==> src/verilog/clk_ctrl_pkg.sv <==
// constants for the clock source and power mode controller
package clk_ctrl_pkg;
  // register byte offsets
  localparam logic [7:0] OFS_CTRL_0 = 8'h00;
  localparam logic [7:0] OFS_CTRL_1 = 8'h04;
  localparam logic [7:0] OFS_CTRL_2 = 8'h08;
  localparam logic [7:0] OFS_DIVIDER = 8'h0C;
  localparam logic [7:0] OFS_PROC_MODE = 8'h10;
  localparam logic [7:0] OFS_PLL_CTRL = 8'h14;
  localparam logic [7:0] OFS_PROTECT = 8'h18;
  localparam logic [7:0] OFS_STATUS = 8'h1C;
  localparam logic [7:0] OFS_WAIT_CMD = 8'h20;
  // field positions, clock_ctrl_0
  localparam int B_PSTOP_WAIT = 2;
  localparam int B_SUB_DRIVE = 3;
  localparam int B_SUB_EN = 4;
  localparam int B_MAIN_STOP = 5;
  localparam int B_SUB_SEL = 7;
  // clock_ctrl_1
  localparam int B_ALL_STOP = 0;
  localparam int B_PLL_SEL = 7;
  // clock_ctrl_2
  localparam int B_OCO_SEL = 1;
  // processor_mode_1
  localparam int B_WAIT_INS = 2;
  // pll_control
  localparam int B_PLL_ON = 7;
  // protect register
  localparam int B_UNLOCK2 = 2;
  // reset values
  localparam logic [7:0] RST_CTRL_0 = 8'h08;
  localparam logic [7:0] RST_CTRL_1 = 8'h00;
  localparam logic [7:0] RST_CTRL_2 = 8'h00;
  localparam logic [4:0] RST_DIVIDER = 5'h08;
  localparam logic [7:0] RST_PROC_MODE = 8'h00;
  localparam logic [7:0] RST_PLL_CTRL = 8'h00;
  // glitch-free mux settle cycles per half of the switch
  localparam int SWITCH_SYNC_CYCLES = 3;
  // cpu clock source selection
  typedef enum logic [1:0] {SRC_MAIN, SRC_OCO, SRC_PLL, SRC_SUB} clk_src_t;
  // power modes
  typedef enum logic [1:0] {PM_RUN, PM_WAIT, PM_STOP} power_mode_t;
endpackage

==> src/verilog/clk_switch_gate.sv <==
// glitch-free handover between two clock enables
`timescale 1ns/1ns
`default_nettype none
module clk_switch_gate
  import clk_ctrl_pkg::*;
#(
  parameter int SETTLE = SWITCH_SYNC_CYCLES
) (
  // clock and reset
  input wire logic clk_i,
  input wire logic rst_n_i,
  // request
  input wire clk_src_t src_req_i,
  input wire logic [3:0] src_stable_i,
  // result
  output clk_src_t src_act_o,
  output logic gate_on_o,
  output logic busy_o
);
  typedef enum {SW_RUN, SW_OFF, SW_ON} sw_state_t;
  sw_state_t state_reg;
  logic [3:0] cnt_reg;
  clk_src_t act_reg;

  always_ff @(posedge clk_i or negedge rst_n_i) begin
    if (!rst_n_i) begin
      state_reg <= SW_RUN;
      cnt_reg <= 4'h0;
      act_reg <= SRC_MAIN;
    end else begin
      unique case (state_reg)
        // only switch once the new source is stable
        SW_RUN: begin
          if (src_req_i != act_reg && src_stable_i[src_req_i]) begin
            state_reg <= SW_OFF;
            cnt_reg <= 4'(SETTLE);
          end
        end
        SW_OFF: begin
          if (cnt_reg == 4'h0) begin
            act_reg <= src_req_i;
            state_reg <= SW_ON;
            cnt_reg <= 4'(SETTLE);
          end else begin
            cnt_reg <= cnt_reg - 4'h1;
          end
        end
        SW_ON: begin
          if (cnt_reg == 4'h0) begin
            state_reg <= SW_RUN;
          end else begin
            cnt_reg <= cnt_reg - 4'h1;
          end
        end
      endcase
    end
  end

  // output gated during both settle halves, no truncated pulse
  assign gate_on_o = (state_reg == SW_RUN);
  assign busy_o = (state_reg != SW_RUN);
  assign src_act_o = act_reg;

  AST_NO_GATE_WHILE_SWITCH: assert property (@(posedge clk_i) disable iff (!rst_n_i)
    $changed(act_reg) |-> !gate_on_o) else $error("source changed with gate open");
endmodule // clk_switch_gate
`default_nettype wire

==> src/verilog/clock_source_power_mode_ctrl.sv <==
// clock source selection, power modes and write protect, AHB-Lite slave
`timescale 1ns/1ns
`default_nettype none
module clock_source_power_mode_ctrl
  import clk_ctrl_pkg::*;
(
  // clock and reset
  input wire logic clk_i,
  input wire logic rst_n_i,
  // ahb-lite slave
  input wire logic hsel,
  input wire logic [31:0] haddr,
  input wire logic [1:0] htrans,
  input wire logic hwrite,
  input wire logic [2:0] hsize,
  input wire logic [31:0] hwdata,
  input wire logic hready,
  output logic [31:0] hrdata,
  output logic hreadyout,
  output logic hresp,
  // pins and wake events
  input wire logic nmi_n_i,
  input wire logic wake_irq_i,
  input wire logic [3:0] src_stable_i,
  // cpu side
  input wire logic cpu_any_write_i,
  output logic prefetch_first_o,
  // clock outputs
  output clk_src_t cpu_src_o,
  output logic cpu_clk_en_o,
  output logic periph_clk_en_o,
  output logic sub_periph_clk_en_o,
  output logic [4:0] main_divider_field_o,
  output logic subosc_enable_o,
  output logic subosc_drive_high_o,
  output logic main_clock_stop_o,
  output logic pll_on_o,
  output logic wait_state_insert_o,
  output power_mode_t power_mode_o
);
  ////////////////////////////////////////////////////////////////////////////
  logic [7:0] clock_ctrl_0_reg, clock_ctrl_1_reg, clock_ctrl_2_reg;
  logic [7:0] processor_mode_1_reg, pll_control_reg;
  logic [4:0] main_divider_reg;
  logic protect_unlock_2_reg;
  power_mode_t mode_reg;
  logic [2:0] nmi_sync_reg;
  logic nmi_level_reg;
  logic wr_pend_reg, rd_pend_reg;
  logic [7:0] addr_reg;
  logic prefetch_reg;
  logic stop_req, wait_req, wake, sw_busy, gate_on;
  clk_src_t src_req;

  // nmi pin synchroniser, change counts once stages 2 and 3 agree
  always_ff @(posedge clk_i or negedge rst_n_i) begin
    if (!rst_n_i) begin
      nmi_sync_reg <= 3'b111;
      nmi_level_reg <= 1'b1;
    end else begin
      nmi_sync_reg <= {nmi_sync_reg[1:0], nmi_n_i};
      if (nmi_sync_reg[2] == nmi_sync_reg[1]) begin
        nmi_level_reg <= nmi_sync_reg[2];
      end
    end
  end

  ////////////////////////////////////////////////////////////////////////////
  // bus address phase capture, zero wait states
  wire bus_take = hsel && hready && htrans[1];
  always_ff @(posedge clk_i or negedge rst_n_i) begin
    if (!rst_n_i) begin
      wr_pend_reg <= 1'b0;
      rd_pend_reg <= 1'b0;
      addr_reg <= 8'h00;
    end else begin
      wr_pend_reg <= bus_take && hwrite;
      rd_pend_reg <= bus_take && !hwrite;
      if (bus_take) begin
        addr_reg <= haddr[7:0];
      end
    end
  end
  assign hreadyout = 1'b1;
  assign hresp = 1'b0;

  wire wr_ctrl0 = wr_pend_reg && addr_reg == OFS_CTRL_0;
  wire wr_ctrl1 = wr_pend_reg && addr_reg == OFS_CTRL_1;
  wire wr_ctrl2 = wr_pend_reg && addr_reg == OFS_CTRL_2;
  wire wr_prot = wr_pend_reg && addr_reg == OFS_PROTECT;
  wire wr_waitc = wr_pend_reg && addr_reg == OFS_WAIT_CMD && hwdata[0];
  // unlocked clock registers accept writes only with the second unlock set
  wire unlocked = protect_unlock_2_reg;

  assign stop_req = wr_ctrl1 && unlocked && hwdata[B_ALL_STOP] && mode_reg == PM_RUN;
  assign wait_req = wr_waitc && mode_reg == PM_RUN;
  assign wake = wake_irq_i || !nmi_level_reg;

  ////////////////////////////////////////////////////////////////////////////
  // clock control 0, drive bit forced high on stop entry
  always_ff @(posedge clk_i or negedge rst_n_i) begin
    if (!rst_n_i) begin
      clock_ctrl_0_reg <= RST_CTRL_0;
    end else begin
      if (wr_ctrl0 && unlocked) begin
        clock_ctrl_0_reg <= hwdata[7:0];
      end
      if (stop_req && nmi_level_reg) begin
        clock_ctrl_0_reg[B_SUB_DRIVE] <= 1'b1;
      end
    end
  end

  // clock control 1, 2, divider, mode and pll registers
  always_ff @(posedge clk_i or negedge rst_n_i) begin
    if (!rst_n_i) begin
      clock_ctrl_1_reg <= RST_CTRL_1;
      clock_ctrl_2_reg <= RST_CTRL_2;
      main_divider_reg <= RST_DIVIDER;
      processor_mode_1_reg <= RST_PROC_MODE;
      pll_control_reg <= RST_PLL_CTRL;
    end else begin
      if (wr_ctrl1 && unlocked) begin
        clock_ctrl_1_reg <= hwdata[7:0] & ~(8'h01 << B_ALL_STOP);
      end
      if (wr_ctrl2 && unlocked) begin
        clock_ctrl_2_reg <= hwdata[7:0];
      end
      if (wr_pend_reg && addr_reg == OFS_DIVIDER && unlocked) begin
        main_divider_reg <= hwdata[4:0];
      end
      if (wr_pend_reg && addr_reg == OFS_PROC_MODE && unlocked) begin
        processor_mode_1_reg <= hwdata[7:0];
      end
      if (wr_pend_reg && addr_reg == OFS_PLL_CTRL && unlocked) begin
        pll_control_reg <= hwdata[7:0];
      end
    end
  end

  // second unlock: any later write other than to the protect register closes it again
  always_ff @(posedge clk_i or negedge rst_n_i) begin
    if (!rst_n_i) begin
      protect_unlock_2_reg <= 1'b0;
    end else if (wr_prot) begin
      protect_unlock_2_reg <= hwdata[B_UNLOCK2];
    end else if (wr_pend_reg || cpu_any_write_i) begin
      protect_unlock_2_reg <= 1'b0;
    end
  end

  ////////////////////////////////////////////////////////////////////////////
  // power mode sequencing
  always_ff @(posedge clk_i or negedge rst_n_i) begin
    if (!rst_n_i) begin
      mode_reg <= PM_RUN;
      prefetch_reg <= 1'b0;
    end else begin
      prefetch_reg <= 1'b0;
      unique case (mode_reg)
        PM_RUN: begin
          if (stop_req && nmi_level_reg) begin
            mode_reg <= PM_STOP;
          end else if (wait_req) begin
            mode_reg <= PM_WAIT;
          end
        end
        PM_WAIT, PM_STOP: begin
          if (wake) begin
            mode_reg <= PM_RUN;
            prefetch_reg <= 1'b1;
          end
        end
        default: mode_reg <= PM_RUN;
      endcase
    end
  end

  // requested cpu source
  always_comb begin
    if (clock_ctrl_0_reg[B_SUB_SEL]) begin
      src_req = SRC_SUB;
    end else if (clock_ctrl_2_reg[B_OCO_SEL]) begin
      src_req = SRC_OCO;
    end else if (clock_ctrl_1_reg[B_PLL_SEL]) begin
      src_req = SRC_PLL;
    end else begin
      src_req = SRC_MAIN;
    end
  end

  clk_switch_gate #(
    .SETTLE(SWITCH_SYNC_CYCLES)
  ) u_switch (
    .clk_i(clk_i),
    .rst_n_i(rst_n_i),
    .src_req_i(src_req),
    .src_stable_i(src_stable_i),
    .src_act_o(cpu_src_o),
    .gate_on_o(gate_on),
    .busy_o(sw_busy)
  );

  ////////////////////////////////////////////////////////////////////////////
  // clock enables per mode
  wire pstop = clock_ctrl_0_reg[B_PSTOP_WAIT];
  assign cpu_clk_en_o = gate_on && mode_reg == PM_RUN;
  assign periph_clk_en_o = mode_reg == PM_RUN || (mode_reg == PM_WAIT && !pstop);
  // sub peripheral clock keeps running through wait
  assign sub_periph_clk_en_o = mode_reg != PM_STOP && clock_ctrl_0_reg[B_SUB_EN];
  assign main_divider_field_o = main_divider_reg;
  assign subosc_enable_o = clock_ctrl_0_reg[B_SUB_EN];
  assign subosc_drive_high_o = clock_ctrl_0_reg[B_SUB_DRIVE];
  assign main_clock_stop_o = clock_ctrl_0_reg[B_MAIN_STOP] || mode_reg == PM_STOP;
  assign pll_on_o = pll_control_reg[B_PLL_ON] && mode_reg != PM_STOP;
  assign wait_state_insert_o = processor_mode_1_reg[B_WAIT_INS];
  assign power_mode_o = mode_reg;
  assign prefetch_first_o = prefetch_reg;

  ////////////////////////////////////////////////////////////////////////////
  // read data
  always_ff @(posedge clk_i or negedge rst_n_i) begin
    if (!rst_n_i) begin
      hrdata <= 32'h0000_0000;
    end else if (bus_take && !hwrite) begin
      unique case (haddr[7:0])
        OFS_CTRL_0: hrdata <= {24'h00_0000, clock_ctrl_0_reg};
        OFS_CTRL_1: hrdata <= {24'h00_0000, clock_ctrl_1_reg};
        OFS_CTRL_2: hrdata <= {24'h00_0000, clock_ctrl_2_reg};
        OFS_DIVIDER: hrdata <= {27'h000_0000, main_divider_reg};
        OFS_PROC_MODE: hrdata <= {24'h00_0000, processor_mode_1_reg};
        OFS_PLL_CTRL: hrdata <= {24'h00_0000, pll_control_reg};
        OFS_PROTECT: hrdata <= {29'h0000_0000, protect_unlock_2_reg, 2'b00};
        OFS_STATUS: hrdata <= {27'h000_0000, sw_busy, cpu_src_o, mode_reg};
        default: hrdata <= 32'h0000_0000;
      endcase
    end
  end

  ////////////////////////////////////////////////////////////////////////////
  AST_STOP_FORCES_DRIVE: assert property (@(posedge clk_i) disable iff (!rst_n_i)
    (mode_reg == PM_RUN ##1 mode_reg == PM_STOP) |-> subosc_drive_high_o)
    else $error("stop entered without high drive");
  AST_UNLOCK_CLEARS: assert property (@(posedge clk_i) disable iff (!rst_n_i)
    (protect_unlock_2_reg && wr_pend_reg && !wr_prot) |=> !protect_unlock_2_reg)
    else $error("unlock survived a write");
  AST_NO_STOP_NMI_LOW: assert property (@(posedge clk_i) disable iff (!rst_n_i)
    (mode_reg == PM_RUN && !nmi_level_reg) |=> mode_reg != PM_STOP)
    else $error("stop entered with nmi low");
  AST_WAKE_PREFETCH: assert property (@(posedge clk_i) disable iff (!rst_n_i)
    (mode_reg == PM_STOP && wake) |=> (prefetch_first_o && mode_reg == PM_RUN))
    else $error("wake without queued instruction slot");
  AST_SUB_PERIPH_WAIT: assert property (@(posedge clk_i) disable iff (!rst_n_i)
    (mode_reg == PM_WAIT && subosc_enable_o) |-> sub_periph_clk_en_o)
    else $error("sub peripheral clock gated in wait");
  AST_STOP_ENTRY: assert property (@(posedge clk_i) disable iff (!rst_n_i)
    (stop_req && nmi_level_reg) |=> (mode_reg == PM_STOP && !cpu_clk_en_o))
    else $error("all stop write did not stop");
  AST_GATE_STABLE: assert property (@(posedge clk_i) disable iff (!rst_n_i)
    $changed(cpu_src_o) |-> !cpu_clk_en_o ##1 !cpu_clk_en_o[*3])
    else $error("cpu clock open across switch");
  AST_STOP_HALTS_PLL: assert property (@(posedge clk_i) disable iff (!rst_n_i)
    mode_reg == PM_STOP |-> (!pll_on_o && main_clock_stop_o && !periph_clk_en_o))
    else $error("clock running in stop");
  COV_STOP_WAKE: cover property (@(posedge clk_i) disable iff (!rst_n_i)
    mode_reg == PM_STOP ##[1:50] mode_reg == PM_RUN);
  COV_WAIT: cover property (@(posedge clk_i) disable iff (!rst_n_i) mode_reg == PM_WAIT);
  COV_SWITCH: cover property (@(posedge clk_i) disable iff (!rst_n_i) $changed(cpu_src_o));
endmodule // clock_source_power_mode_ctrl
`default_nettype wire

==> config.mk <==
export PLATFORM = sky130hd
export DESIGN_NAME = clock_source_power_mode_ctrl
export DESIGN_NICKNAME = d
export VERILOG_FILES = /design/src/verilog/clk_ctrl_pkg.sv /design/src/verilog/clk_switch_gate.sv /design/src/verilog/clock_source_power_mode_ctrl.sv
export SDC_FILE = /design/constraint.sdc
export NUM_CORES = 1
export LEC_CHECK = 0
export BUFFER_PORTS_ARGS = -buffer_cell sky130_fd_sc_hd__buf_2
export CORE_ASPECT_RATIO = 2
export CORE_MARGIN = 2
export CORE_UTILIZATION = 35
export CTS_CLUSTER_SIZE = 8
export DETAILED_ROUTE_END_ITERATION = 10
export GPL_TIMING_DRIVEN = 0
export PLACE_DENSITY = 0.68
export REMOVE_ABC_BUFFERS = 1
export SYNTH_ARGS = -nofsm -noshare
export SYNTH_HDL_FRONTEND = slang
export SYNTH_SLANG_ARGS = --single-unit
==> constraint.sdc <==
create_clock -name clk_i -period 1.7 [get_ports clk_i]
set_input_delay 0.34 -clock clk_i [delete_from_list [all_inputs] [get_ports clk_i]]
set_output_delay 0.34 -clock clk_i [all_outputs]
set_load 0.005 [all_outputs]
# == After elaboration in Yosys (flattened, before gate mapping) ==
# Index checks and enable logic that the tools add are counted.
# totals
regBits,131
in_bits,81
wordCells,120
# op_classes
add_sub_neg,1
n_lt_le_gt_ge,1
eq_ne,27
mux,24
reduce_logical,49
# ops
cell,n
$mux 32,3
$pmux 32 s3,1
$logic_not 32->1,2
$pmux 8 s8,1
$eq 8x5->1 const B,7
$eq 32x1->1 const B,1
$eq 32x2->1 const B,1
$eq 8x4->1 const B,4
$reduce_bool 32->1,1
$logic_and 1x1->1,28
$eq 8x3->1 const B,2
$logic_not 8->1,2
$mux 4,4
$mux 2,6
$pmux 4 s3,1
$eq 8x6->1 const B,1
$mux 1,6
$ne 2x1->1 const B,3
$ne 2x2->1 const B,3
$reduce_and 2->1,3
$logic_not 4->1,1
$logic_or 1x1->1,4
$pmux 2 s2,1
$reduce_bool 2->1,2
12 further kinds,14

# == Depth between registers and ports, before layout ==
# logic_depth
word_depth,8
depth_mapped,7
ltp_nobuf,7

# == Modules after synthesis ==
# Synthesis repeated with hierarchy kept, for this count alone.
# hier_totals
hier_cells,327
area_unflattened_um2,3966.3
# by_module_without_submodules
module,n_inst,cells_each,area_each_um2
clock_source_power_mode_ctrl,1,267,3403.3
clk_switch_gate,1,60,563.0

# == Worst setup path after synthesis ==
# No wires, ideal clock.
# synth_path
path_kind,register to register
start,reg addr_reg[1]
end,reg clock_ctrl_0_reg[0]
setup_time_ns,0.125
arrival_ns,1.642
slack_ns,-0.067
path_stages_with_launch,8
n_path_buf,2
path_cell_list,dfrtp_1 nor4b_4 and2_1 buf_4 nand2_1 or2_1 buf_6 mux2_4
# synth_via
elab_chain_cells,3
# synth_lines
item,line,rtl
from (decl),clock_source_power_mode_ctrl.sv:50,logic [7:0] addr_reg;
from (signal assigned),clock_source_power_mode_ctrl.sv:80,addr_reg <= haddr[7:0];
$logic_not 8->1,clock_source_power_mode_ctrl.sv:87,wire wr_ctrl0 = wr_pend_reg && addr_reg == OFS_CTRL_0;
$logic_and 1x1->1,clock_source_power_mode_ctrl.sv:87,
$logic_and 1x1->1,clock_source_power_mode_ctrl.sv:105,if (wr_ctrl0 && unlocked) begin
to (signal assigned),clock_source_power_mode_ctrl.sv:106,clock_ctrl_0_reg <= hwdata[7:0];
to (decl),clock_source_power_mode_ctrl.sv:42,"logic [7:0] clock_ctrl_0_reg, clock_ctrl_1_reg, clock_ctrl_2_reg;"
# Every way passes these cells.
# A chain may end at the register's enable or synchronous reset.

# == Worst setup path after layout ==
# layout_path
start,reg addr_reg[6]
end,reg clock_ctrl_0_reg[7]
# The elaborated chain is that of the path after synthesis.

==> results.sh <==
export IMPL_timing_final_crit_period_ps=1710
export IMPL_area_sequential_um2=1940
export IMPL_clk_latency_ps=330
export IMPL_cts_tree="done"
export IMPL_htree_num_levels=3
export IMPL_cp_top_family="simple AND/OR/NAND/NOR gates"
export IMPL_power_per_cell_area_nw_per_um2=1120
export IMPL_clock_sinks=77
export IMPL_grt_setup_unrepaired="yes"
export IMPL_layout_drive_gt1_share=0.469
export IMPL_synthFlopType="dfrtp_1"
export IMPL_hp_class="primary input to flip-flop"
export IMPL_maxSlewHeadroom=0.553
export IMPL_detail_route_antenna_nets=0
export IMPL_crit_fanout=8
export IMPL_finClkSkew_ps=7.45
export IMPL_vias_per_cell=5.22
export IMPL_seqPwrFrac=0.406
export IMPL_grt_usage=0.171
export IMPL_initialDrtViolationCount=221
export IMPL_die_area_um2=12200
export IMPL_yosysWarnings=0
export IMPL_vdd_drop_max_mv=0.568
export IMPL_p_int_uw=3940
export IMPL_max_freq_ghz=0.583
export IMPL_grt_overflow=0
export IMPL_yosys_area_top_type_share=0.451
export IMPL_io_pins=133
export IMPL_p_sw_frac=0.290
export IMPL_core_um2=10900
export IMPL_drv_cap=0
export IMPL_drv_slew=0
export IMPL_synth_cell_types=52
export IMPL_syn_area_per_cell_um2=11.8
export IMPL_synth_area_leaders="dfrtp_1 (45%), mux2_2 (13%), buf_4 (5.1%), dfstp_2 (4.0%), mux2_4 (2.7%)"
export IMPL_violations="setup timing"
export IMPL_worstPathRequired_ps=1920
export IMPL_crit_chain="nor4_4 -> buf_4 -> nand2_2 -> or2_4 -> mux2_4"
export IMPL_critical_path_class="flip-flop to flip-flop"
export IMPL_power_switching_uw=1610
export IMPL_finalSetupViolCount=11
export IMPL_hpwl_mm=6.81
export IMPL_die_h_um=154
export IMPL_port_buffers=54
export IMPL_ys_ff_latch=77
export IMPL_cts_buffers_inserted=9
export IMPL_num_rows=54
export IMPL_cts_root_buf="clkbuf_16"
export IMPL_postLayoutSetupSlackWorst_ps=-14.2
export IMPL_clkPwrFrac=0.329
export IMPL_drt_wl_total_mm=9.68
export IMPL_n_fill_cell=1015
export IMPL_synth_cells=333
export IMPL_dr_pass1_iters=4
export IMPL_cts_max_path_buffers=2
export IMPL_power_leakage_uw=0.00225
export IMPL_crit_buf_inv=1
export IMPL_wl_per_cell_um=17.3
export IMPL_grt_pass1_vias=3046
export IMPL_yosysSeqAreaShare=0.490
export IMPL_hold_viol=0
export IMPL_place_congestion=0.831
export IMPL_start_util=0.360
export IMPL_fin_crit_sh=1.01
export IMPL_multiInputGateArea_um2=1980
export IMPL_p_comb_frac=0.265
export IMPL_vias=2929
export IMPL_synth_edff_count=0
export IMPL_whs_ps=101
export IMPL_post_synth_top_area_cell="dfrtp_1"
export IMPL_dp_cells=517
export IMPL_cp_slowest_cell="dfrtp_2"
export IMPL_grt_pass1_wl_mm=15.7
export IMPL_grt_max_degree=55
export IMPL_slowest_delay_ps=460
export IMPL_cp_end_kind="flip-flop"
export IMPL_tightest_slew_ps=665
export IMPL_drcViolationCount=0
export IMPL_fp_dieW_um=79.1
export IMPL_nNetsFinal=504
export IMPL_area_growth_pct=25.5
export IMPL_antenna_found_initial=1
export IMPL_instances_no_fill=561
export IMPL_async_flop_share=1.00
export IMPL_status="complete, but fails checks"
export IMPL_worst_setup_path_start_kind="flip-flop"
export IMPL_arrival_ps=1930
export IMPL_clk_pin_slew_worst_paths_ps=60
export IMPL_netlist_area_um2=3940
-- cells by family (layout without fill, tap and decap cells) --
family,after synthesis,count (layout),share of synthesized area
DFF,77,77,0.490
and+or+nand+nor,73,73,0.104
muxes,67,67,0.207
AOI/OAI and AO/OA,57,57,0.0942
buffers and inverters,47,110,0.0730
adders and majority gates,9,9,0.0279
other,2,27,0.00190
xor gates and xnor gates,1,1,0.00222
-- path summary, 6_finish.rpt --
check	from	end	slack, ps	cells past startpoint
worst min register to register	nmi_sync_reg[0]	nmi_sync_reg[1]	350	0
max in group asynchronous	rst_n_i	clock_ctrl_0_reg[3]	640	3
worst max-delay path	addr_reg[6]	clock_ctrl_0_reg[7]	-10	5
worst max register to register	addr_reg[6]	clock_ctrl_0_reg[7]	-10	5
worst min-delay path	nmi_n_i	nmi_sync_reg[0]	100	1
min in group asynchronous	rst_n_i	addr_reg[5]	450	2
-- timing repair --
| action | 4_1_cts | 5_1_grt |
|---|---|---|
| setup buffers | 18 | 8 |
| endpoints found under the hold margin | 23 | 0 |
| endpoints found under the setup margin | 58 | 62 |
| hold buffers | 1 | 0 |
| resized for setup | 30 | 21 |
| pin swaps | 8 | 10 |
-- synthesized netlist by cell type, types with 2 or more instances --
cell type,number
a21oi_1,16
buf_4,27
clkbuf_1,4
mux2_4,7
nor3_1,4
a22o_1,5
conb_1,2
o22a_1,3
a222oi_1,2
and2_1,2
mux4_2,4
nor2b_1,6
or2_2,2
dfstp_2,6
dfrtp_1,71
nand3_1,9
nor2_1,13
buf_2,2
inv_1,12
nor3b_1,4
and3_1,2
o22ai_1,3
ha_1,8
nand2b_1,2
o211ai_1,2
a21boi_0,2
nand2_1,18
o21ai_0,16
nor4_1,2
mux2_2,47
mux2i_1,9
-- power by group through the flow --
stage | registers (µW) | clock network, µW | logic, µW
after global placement | 2230 | 0 | 954
after detailed placement | 2250 | 0 | 1010
after floorplan | 2190 | 0 | 673
after CTS | 2230 | 1870 | 1290
after global routing | 2280 | 1940 | 1610
final | 2250 | 1830 | 1470
-- layout by cell type, fill, tap and decap left out, types with 6 or more instances in the layout --
cell type  synthesis  layout
mux2_2            47      46
a21oi_1           16      15
nand3_1            9       8
dfrtp_2            0       6
buf_2              2      52
clkbuf_16          0       9
inv_1             12       6
mux2_4             7       8
o21ai_0           16      16
nor2_1            13      13
buf_4             27      24
nand2_1           18      16
dfstp_2            6       6
dfrtp_1           71      65
nor2b_1            6       6
conb_1             2      26
mux2i_1            9       9
-- stage by stage --
step	total power (µW)	setup slack [ps]	utilization	area, µm²	setup TNS, ps
global route	5830	-106	0.452	4950	-2190
finish	5550	-14.2	0.452	4950	-83.3
detailed placement	3250	-395	0.390	4270	-14050
global placement	3190	-390	0.387	4240	-25260
CTS	5390	-169	0.440	4810	-2690
floorplan	2860	-85.2	-	3790	-612
-- metal layers --
| layer | track usage | vias up | wire, µm |
|---|---|---|---|
| li1 | - | 1314 | - |
| met1 | 0.171 | 1454 | 3320 |
| met2 | 0.301 | 115 | 5270 |
| met3 | 0.0364 | 46 | 440 |
| met4 | 0.126 | 0 | 654 |
| met5 | 0 | - | 0 |
-- layout make-up --
class / count / area share
timing repair buffer: 82 / 0.106
clock buffer: 14 / 0.0493
multi-input combinational: 233 / 0.400
tap: 140 / 0.0354
clock inverter: 2 / 0.00708
sequential: 77 / 0.392
inverter: 12 / 0.00960
antenna: 1 / 0.000505
Power figures use the tool's default switching activity.
